<file path="src/hw/ppg_timer_consts.vh">
// Purpose: Constants for the cascaded pulse generator / warm-up timer
// Assumes: 100 MHz clock, APB register access, byte addresses below
// Notes:   Included by every design file of the timer
//
// Functional notes
// - Two 8-bit counters form one 16-bit up-counter, internal or external clock.
// - Pulse mode: counter equals width register, flop toggles, counter keeps running.
// - Pulse mode: counter equals period register, flop toggles, counter clears, interrupt.
// - Flop starting level loads from control bit; reset clears flop to 0.
// - Pulse output pin is always the inverse of the flop.
// - No shadow buffering; new compare values act at once; avoid changing while running.
// - Stopping holds the pin; flop level changes only by a later write.
// - Upper control bit 3 clear stops counting; bit 7 clear clears flop when written while stopped.
// - Warm-up mode compares only upper 8 bits of the period register.
// - Warm-up mode: after start, period match raises interrupt and clears counter.
// - Usable warm-up period range is 0100H to FF00H.

`ifndef PPG_TIMER_CONSTS_VH
`define PPG_TIMER_CONSTS_VH

// ==========================================================
// Register byte addresses
`define ADDR_LOWER_CTRL     12'h000
`define ADDR_UPPER_CTRL     12'h004
`define ADDR_WIDTH_LOW      12'h008
`define ADDR_WIDTH_HIGH     12'h00C
`define ADDR_PERIOD_LOW     12'h010
`define ADDR_PERIOD_HIGH    12'h014
`define ADDR_STATUS         12'h018

// ==========================================================
// Field positions
`define UPPER_FLOP_BIT      7
`define UPPER_RUN_BIT       3
`define UPPER_MODE_MSB      2
`define LOWER_CLK_MSB       6
`define LOWER_CLK_LSB       4
`define STATUS_FLOP_BIT     16

// ==========================================================
// Modes in upper control bits 2:0
`define MODE_PPG            3'h7
`define MODE_WARMUP         3'h5

// ==========================================================
// Clock select codes
`define CLK_DIV2048         3'h0
`define CLK_DIV128          3'h1
`define CLK_DIV32           3'h2
`define CLK_DIV8            3'h3
`define CLK_LOWFREQ         3'h4
`define CLK_DIV2            3'h5
`define CLK_DIV1            3'h6
`define CLK_EXTPIN          3'h7

// ==========================================================
// Reset values and limits
`define RST_CTRL            8'h00
`define RST_COMPARE         8'h00
`define WARM_HIGH_MIN       8'h01
`define WARM_HIGH_MAX       8'hFF

`endif

</file>
<file path="src/hw/count_tick_gen.v">
// Purpose: Count-enable tick for the 16-bit timer from the selected source
// Assumes: All inputs synchronous to clock
// Notes:   External pin counts on its falling edge
`timescale 1ns/1ns
`include "ppg_timer_consts.vh"

module count_tick_gen (
    // Clock and reset
    input  wire       clock,
    input  wire       arst_n,
    input  wire       ce,
    // Source selection
    input  wire [2:0] clkSel,
    input  wire       lowFreqTick,
    input  wire       extIn,
    // Tick out
    output reg        tick
);

    reg  [10:0] prescale_q;
    reg         extPrev_q;
    wire        extFall;

    // ==========================================================
    // Free-running prescaler
    always @(posedge clock or negedge arst_n) begin
        if (!arst_n) begin
            prescale_q <= 11'h000;
            extPrev_q  <= 1'b1;
        end else if (ce) begin
            prescale_q <= prescale_q + 11'h001;
            extPrev_q  <= extIn;
        end
    end

    // relies on slow input
    // Edge detect needs each level to last over a sample, else pulses are lost
    assign extFall = extPrev_q & ~extIn;

    // ==========================================================
    // Source multiplexer
    always @* begin
        case (clkSel)
            `CLK_DIV2048: tick = &prescale_q[10:0];
            `CLK_DIV128:  tick = &prescale_q[6:0];
            `CLK_DIV32:   tick = &prescale_q[4:0];
            `CLK_DIV8:    tick = &prescale_q[2:0];
            `CLK_LOWFREQ: tick = lowFreqTick;
            `CLK_DIV2:    tick = prescale_q[0];
            `CLK_DIV1:    tick = 1'b1;
            `CLK_EXTPIN:  tick = extFall;
            default:      tick = 1'b0;
        endcase
    end

endmodule

</file>
<file path="src/hw/ppg_warmup_timer.v">
// Purpose: Cascaded 16-bit pulse generator and clock warm-up timer
// Assumes: APB slave, one wait state per transfer, 8-bit registers except the status read (flop at bit 16, 16-bit count)
// Notes:   Compare registers have no shadow copies
`timescale 1ns/1ns
`include "ppg_timer_consts.vh"

module ppg_warmup_timer (
    // Clock and reset
    input  wire        clock,
    input  wire        arst_n,
    input  wire        ce,
    // APB slave
    input  wire        psel,
    input  wire        penable,
    input  wire        pwrite,
    input  wire [11:0] paddr,
    input  wire [31:0] pwdata,
    output reg  [31:0] prdata,
    output reg         pready,
    output reg         pslverr,
    // Count sources
    input  wire        lowFreqTick,
    input  wire        extIn,
    // Outputs
    output reg         pulse_out_n,
    output reg         period_match_irq
);

    // ==========================================================
    // Register state
    reg  [7:0]  lowerCtrl_q;
    reg  [7:0]  upperCtrl_q;
    reg  [7:0]  widthLow_q;
    reg  [7:0]  widthHigh_q;
    reg  [7:0]  periodLow_q;
    reg  [7:0]  periodHigh_q;
    reg  [15:0] count_q;
    reg  [15:0] count_d;
    reg         flop_q;
    reg         flop_d;
    reg         irq_d;

    wire        tick;
    wire        busAccess;
    wire        wrEn;
    wire        running;
    wire        modePpg;
    wire        modeWarm;
    wire        startRise;
    wire        ctrlWrite;
    wire [7:0]  wrByte;
    wire [15:0] widthVal;
    wire [15:0] periodVal;
    wire [15:0] countInc;
    reg  [7:0]  warmHigh;
    reg  [31:0] readVal;
    reg         addrOk;

    assign widthVal  = {widthHigh_q, widthLow_q};
    assign periodVal = {periodHigh_q, periodLow_q};
    assign countInc  = count_q + 16'h0001;
    assign wrByte    = pwdata[7:0];
    assign modePpg   = upperCtrl_q[`UPPER_MODE_MSB:0] == `MODE_PPG;
    assign modeWarm  = upperCtrl_q[`UPPER_MODE_MSB:0] == `MODE_WARMUP;

    assign running   = upperCtrl_q[`UPPER_RUN_BIT] & (modePpg | modeWarm);

    // ==========================================================
    // APB handshake: the access phase sees one wait state
    assign busAccess = psel & penable & pready;
    assign wrEn      = busAccess & pwrite;
    assign ctrlWrite = wrEn & (paddr == `ADDR_UPPER_CTRL);

    assign startRise = ctrlWrite & wrByte[`UPPER_RUN_BIT] & ~upperCtrl_q[`UPPER_RUN_BIT];

    always @* begin
        addrOk  = 1'b1;
        readVal = 32'h0000_0000;
        case (paddr)
            `ADDR_LOWER_CTRL:  readVal[7:0] = lowerCtrl_q;
            `ADDR_UPPER_CTRL:  readVal[7:0] = upperCtrl_q;
            `ADDR_WIDTH_LOW:   readVal[7:0] = widthLow_q;
            `ADDR_WIDTH_HIGH:  readVal[7:0] = widthHigh_q;
            `ADDR_PERIOD_LOW:  readVal[7:0] = periodLow_q;
            `ADDR_PERIOD_HIGH: readVal[7:0] = periodHigh_q;
            `ADDR_STATUS:      readVal = {15'h0000, flop_q, count_q};
            default:           addrOk = 1'b0;
        endcase
    end

    always @(posedge clock or negedge arst_n) begin
        if (!arst_n) begin
            pready  <= 1'b0;
            pslverr <= 1'b0;
            prdata  <= 32'h0000_0000;
        end else if (ce) begin
            if (psel & penable & ~pready) begin
                pready  <= 1'b1;
                pslverr <= ~addrOk;
                prdata  <= pwrite ? 32'h0000_0000 : readVal;
            end else begin
                pready  <= 1'b0;
                pslverr <= 1'b0;
            end
        end
    end

    // ==========================================================
    // Register writes
    always @(posedge clock or negedge arst_n) begin
        if (!arst_n) begin
            lowerCtrl_q  <= `RST_CTRL;
            upperCtrl_q  <= `RST_CTRL;
            widthLow_q   <= `RST_COMPARE;
            widthHigh_q  <= `RST_COMPARE;
            periodLow_q  <= `RST_COMPARE;
            periodHigh_q <= `RST_COMPARE;
        end else if (ce && wrEn) begin
            case (paddr)
                `ADDR_LOWER_CTRL:  lowerCtrl_q  <= wrByte;
                `ADDR_UPPER_CTRL:  upperCtrl_q  <= wrByte;
                `ADDR_WIDTH_LOW:   widthLow_q   <= wrByte;
                `ADDR_WIDTH_HIGH:  widthHigh_q  <= wrByte;
                `ADDR_PERIOD_LOW:  periodLow_q  <= wrByte;
                `ADDR_PERIOD_HIGH: periodHigh_q <= wrByte;
                default:           lowerCtrl_q  <= lowerCtrl_q;
            endcase
        end
    end

    // ==========================================================
    // Count source
    // selected clock source
    count_tick_gen u_tick (
        .clock       (clock),
        .arst_n      (arst_n),
        .ce          (ce),
        .clkSel      (lowerCtrl_q[`LOWER_CLK_MSB:`LOWER_CLK_LSB]),
        .lowFreqTick (lowFreqTick),
        .extIn       (extIn),
        .tick        (tick)
    );

    // ==========================================================
    // Warm-up compare byte
    always @* begin
        // clamp warm-up range
        // A zero high byte would match instantly; the floor keeps at least 256 ticks
        if (periodHigh_q < `WARM_HIGH_MIN) begin
            warmHigh = `WARM_HIGH_MIN;
        end else begin
            warmHigh = periodHigh_q;
        end
    end

    // ==========================================================
    // Counter and output flop next state
    always @* begin
        count_d = count_q;
        flop_d  = flop_q;
        irq_d   = 1'b0;
        if (startRise) begin
            count_d = 16'h0000;
        end else if (running && tick) begin
            if (modePpg) begin
                if (countInc == periodVal) begin
                    flop_d  = ~flop_q;
                    count_d = 16'h0000;
                    irq_d   = 1'b1;
                end else begin
                    count_d = countInc;
                    if (countInc == widthVal) begin
                        flop_d = ~flop_q;
                    end
                end
            end else begin
                if (countInc[15:8] == warmHigh) begin
                    count_d = 16'h0000;
                    irq_d   = 1'b1;
                end else begin
                    count_d = countInc;
                end
            end
        end
        // load only when stopped
        // A write that stops the timer keeps the pin where it was
        if (ctrlWrite && !upperCtrl_q[`UPPER_RUN_BIT]) begin
            flop_d = wrByte[`UPPER_FLOP_BIT];
        end
    end

    // ==========================================================
    // State and output flops
    always @(posedge clock or negedge arst_n) begin
        if (!arst_n) begin
            count_q          <= 16'h0000;
            flop_q           <= 1'b0;
            pulse_out_n      <= 1'b1;
            period_match_irq <= 1'b0;
        end else if (ce) begin
            count_q          <= count_d;
            flop_q           <= flop_d;
            pulse_out_n      <= ~flop_d;
            period_match_irq <= irq_d;
        end
    end

endmodule
</file>
<file path="config.mk">
export PLATFORM = sky130hd
export DESIGN_NAME = ppg_warmup_timer
export DESIGN_NICKNAME = d
export VERILOG_FILES = /design/src/hw/count_tick_gen.v /design/src/hw/ppg_warmup_timer.v
export VERILOG_INCLUDE_DIRS = /design/src /design/src/hw
export SDC_FILE = /design/constraint.sdc
export NUM_CORES = 1
export LEC_CHECK = 0
export ABC_CLOCK_PERIOD_IN_PS = 5200
export BUFFER_PORTS_ARGS = -buffer_cell sky130_fd_sc_hd__clkbuf_2
export CAP_MARGIN = 10
export CORE_ASPECT_RATIO = 2
export CORE_MARGIN = 2
export CORE_UTILIZATION = 35
export DETAILED_ROUTE_END_ITERATION = 10
export GPL_ROUTABILITY_DRIVEN = 0
export MAX_ROUTING_LAYER = met4
export PLACE_DENSITY_LB_ADDON = 0.25
export SETUP_SLACK_MARGIN = 0.05
export SLEW_MARGIN = 20
export SYNTH_ARGS = -nofsm -noshare
export SYNTH_HDL_FRONTEND = slang
export SYNTH_HIERARCHICAL = 1
export SYNTH_SLANG_ARGS = --single-unit
</file>
<file path="constraint.sdc">
create_clock -name clock -period 5.2 [get_ports clock]
set_input_delay 0.26 -clock clock [delete_from_list [all_inputs] [get_ports clock]]
set_output_delay 0.26 -clock clock [all_outputs]
set_load 0.005 [all_outputs]
</file>
==> metrics.yaml <==
global_routing:
  grt_use_total: 0.1784
  grt_pass1_vias: 4197
  grt.overflow.total: 0
  grt_pass1_wl_mm: 23.89
  grt_antenna_before_repair: 0
  grt_max_degree: 58
drt:
  dr.pass1.iters: 8
  postRouteAntennaNets: 0
  drtIter0Drc: 237
  routed_wl_mm: 14.79
  drc: 0
  viasPerCell: 5.413
  wl_per_cell_um: 18.39
  vias: 4352
sta:
  maxSlewViolCount: 0
  finalHoldViolCount: 0
  fmax_mhz: 336.2
  slew_headroom: 0.2882
  finalSetupTns_ns: 0
  tightest_slew_ns: 1.065
  setup_viol: 0
  fin_skew_ns: 0.009067
  rsz0062_at_grt: "no"
  final.min_clock_period_ns: 2.974
  period_share: 0.5720
synth:
  yosysSeqAreaShare: 0.4190
  synthMuxAreaShare: 0.1189
  synth_top_family_by_area: "simple AND/OR/NAND/NOR gates"
  synth.avg_cell_area_um2: 10.48
  synthArstFlopShare: 1.000
  synth-xor-area-share: 0.08499
  synth_edf_count: 0
  syn_area_um2: 5859
  synth_fa_ha_area_frac: 0.008542
  synth_simple_gate_area_frac: 0.1826
  synth_cell_types: 74
  syn_inst: 559
  ys_warn_count: 6
  synth_seq_cells: 98
  synth-main-ff-cell: "dfrtp_1"
  synth_compound_area_frac: 0.1292
critical_path:
  cp_max_fo: 9
  r2r_start: "count_q[0]"
  cp.required_ns: 5.47
  startpoint_type: "register"
  r2r_setup_slack_ns: 2.23
  critPathArrivalTime_ns: 3.24
  cp-startpoint: "count_q[0]"
  reg2regPathDepth: 9
  crit_type: "reg -> reg"
  regToRegEndpoint: "pulse_out_n"
  endpoint_kind: "register"
pwr:
  power_density_nw_per_um2: 251.2
  vdd_drop_max_mv: 0.1510
  leakage_nw: 2.932
clock_tree:
  postCtsHoldBufs: 1
  cts-root-buf: "clkbuf_16"
  clock_latency_ns: 0.35
  tritoncts: "built"
  path_clk_slew_ns: 0.07
  cts_made_buffers: 9
  cts_max_level: 3
  numClockSinks: 98
  post-cts-setup-buffers: 0
  cts_resized: 0
  clockBufferDepth: 2
layout:
  layoutNonFillerInstCount: 804
  final_cell_area_um2: 6477
  layout-drive-gt1-share: 0.2462
  diodes: 0
  layout.cells.most_common: "dfrtp_1"
  layout.nets: 648
  final_util: 0.3902
  final_cell_mix: "96 x dfrtp_1, 65 x nand2_1, 53 x mux2_2"
  fillerInstances: 1663
  area_growth_pct: 10.55
floorplanning:
  core_um2: 16600
  design.die.area_um2: 17850
  row_count: 67
  top_level_ports: 88
  start_util: 0.3530
  dieHeight_um: 187.0
  die_w_um: 95.49
placement:
  hpwl_mm: 11.09
  dpl_cell_area_um2: 6173
  placed_cells: 787
  numPortBuffers: 48
min_path:
  holdPathStages: 2
  hold_end: "u_tick/extPrev_q"
  min_path_type: "in -> reg"
  hold_path.startpoint: "extIn"
status:
  status: "finished, final reports clean"
run:
  maxCapViolations: 0
-- metal layers --
| layer | wire length, um | part of all wire | vias to the layer above | global-route usage |
|---|---|---|---|---|
| li1 | - | - | 2068 | - |
| met1 | 6828 | 0.46 | 2166 | 0.2418 |
| met2 | 7252 | 0.49 | 102 | 0.2806 |
| met4 | 212 | 0.014 | 0 | 0.05275 |
| met3 | 490 | 0.033 | 16 | 0.01974 |
| met5 | 0 | 0 | - | - |
-- power breakdown --
group          internal (mW)  switching, mW
Combinational         0.0506         0.0681
Sequential             0.791         0.0383
Clock                  0.377          0.301
-- synthesized netlist by cell type (all sizes together) (8+ instances only) --
cell type,instances,area share
inv,14,0.0090
a221o,9,0.015
nor2,19,0.012
mux2,53,0.10
buf,36,0.041
and2,8,0.0085
clkbuf,9,0.0058
dfrtp,96,0.41
a21oi,8,0.0068
nand2,66,0.043
a22o,12,0.018
mux2i,10,0.017
nand3,28,0.030
nor4,15,0.023
xor2,19,0.028
xnor2,24,0.037
nor3,10,0.011
a221oi,8,0.012
o21ai,29,0.025
-- kinds of logic after synthesis --
family	Yosys count
adder cells (fa/ha/maj)	4
buffers and inverters	59
multiplexers	63
other	1
XOR/XNOR	48
AO/OA/AOI/OAI	100
AND/OR/NAND/NOR	186
flip-flops	98
-- final cells by class --
cell class,count,area (um2),area share
sequential,98,2455,0.3790
clock buffer,11,232.7,0.03593
clock inverter,5,61.31,0.009465
multi-input combinational,416,3134,0.4839
inverter,14,52.55,0.008113
timing repair buffer,53,282.8,0.04365
tap,207,259.0,0.03998
-- critical path, cell delays in order, from the launching register on --
cell and delay [ns]:
dfrtp_1 0.58, ha_1 0.29, nand3_2 0.27, nor2_1 0.32, nand2_1 0.16, xnor2_1 0.16, a2111oi_0 0.41, and4_1 0.38
nor4_1 0.10, a211oi_2 0.22
-- worst max path at each step --
| stage | endpoint | slack, ns | depth (start not counted) |
|---|---|---|---|
| detailed placement | pulse_out_n | 2.22 | 9 |
| global route | count_q[7] | 1.98 | 9 |
| finish | pulse_out_n | 2.23 | 9 |
| global placement | widthHigh_q[3] | 2.21 | 6 |
| floorplan | count_q[10] | 2.65 | 12 |
| CTS | pulse_out_n | 2.20 | 9 |
-- sequential cells by signal, indices dropped and copies added, names as in the netlist, named ones only --
| name | count |
|---|---|
| pslverr | 1 |
| u_tick/extPrev_q | 1 |
| upperCtrl_q | 8 |
| prdata | 17 |
| pulse_out_n | 1 |
| period_match_irq | 1 |
| pready | 1 |
| periodLow_q | 8 |
| periodHigh_q | 8 |
| widthHigh_q | 8 |
| widthLow_q | 8 |
| u_tick/prescale_q | 11 |
| lowerCtrl_q | 8 |
| count_q | 16 |
-- metrics by stage --
stage                     total power [mW]  setup slack [ns]  hold WS (ns)
after global placement              0.9592             2.210        0.3016
after global routing                 1.695             1.978        0.1613
final                                1.627             2.226        0.1701
after CTS                            1.646             2.203        0.1620
after floorplan                     0.9124             2.649      -0.03559
after detailed placement            0.9635             2.222        0.2962
Note: power is estimated with default switching activity, not from simulation.
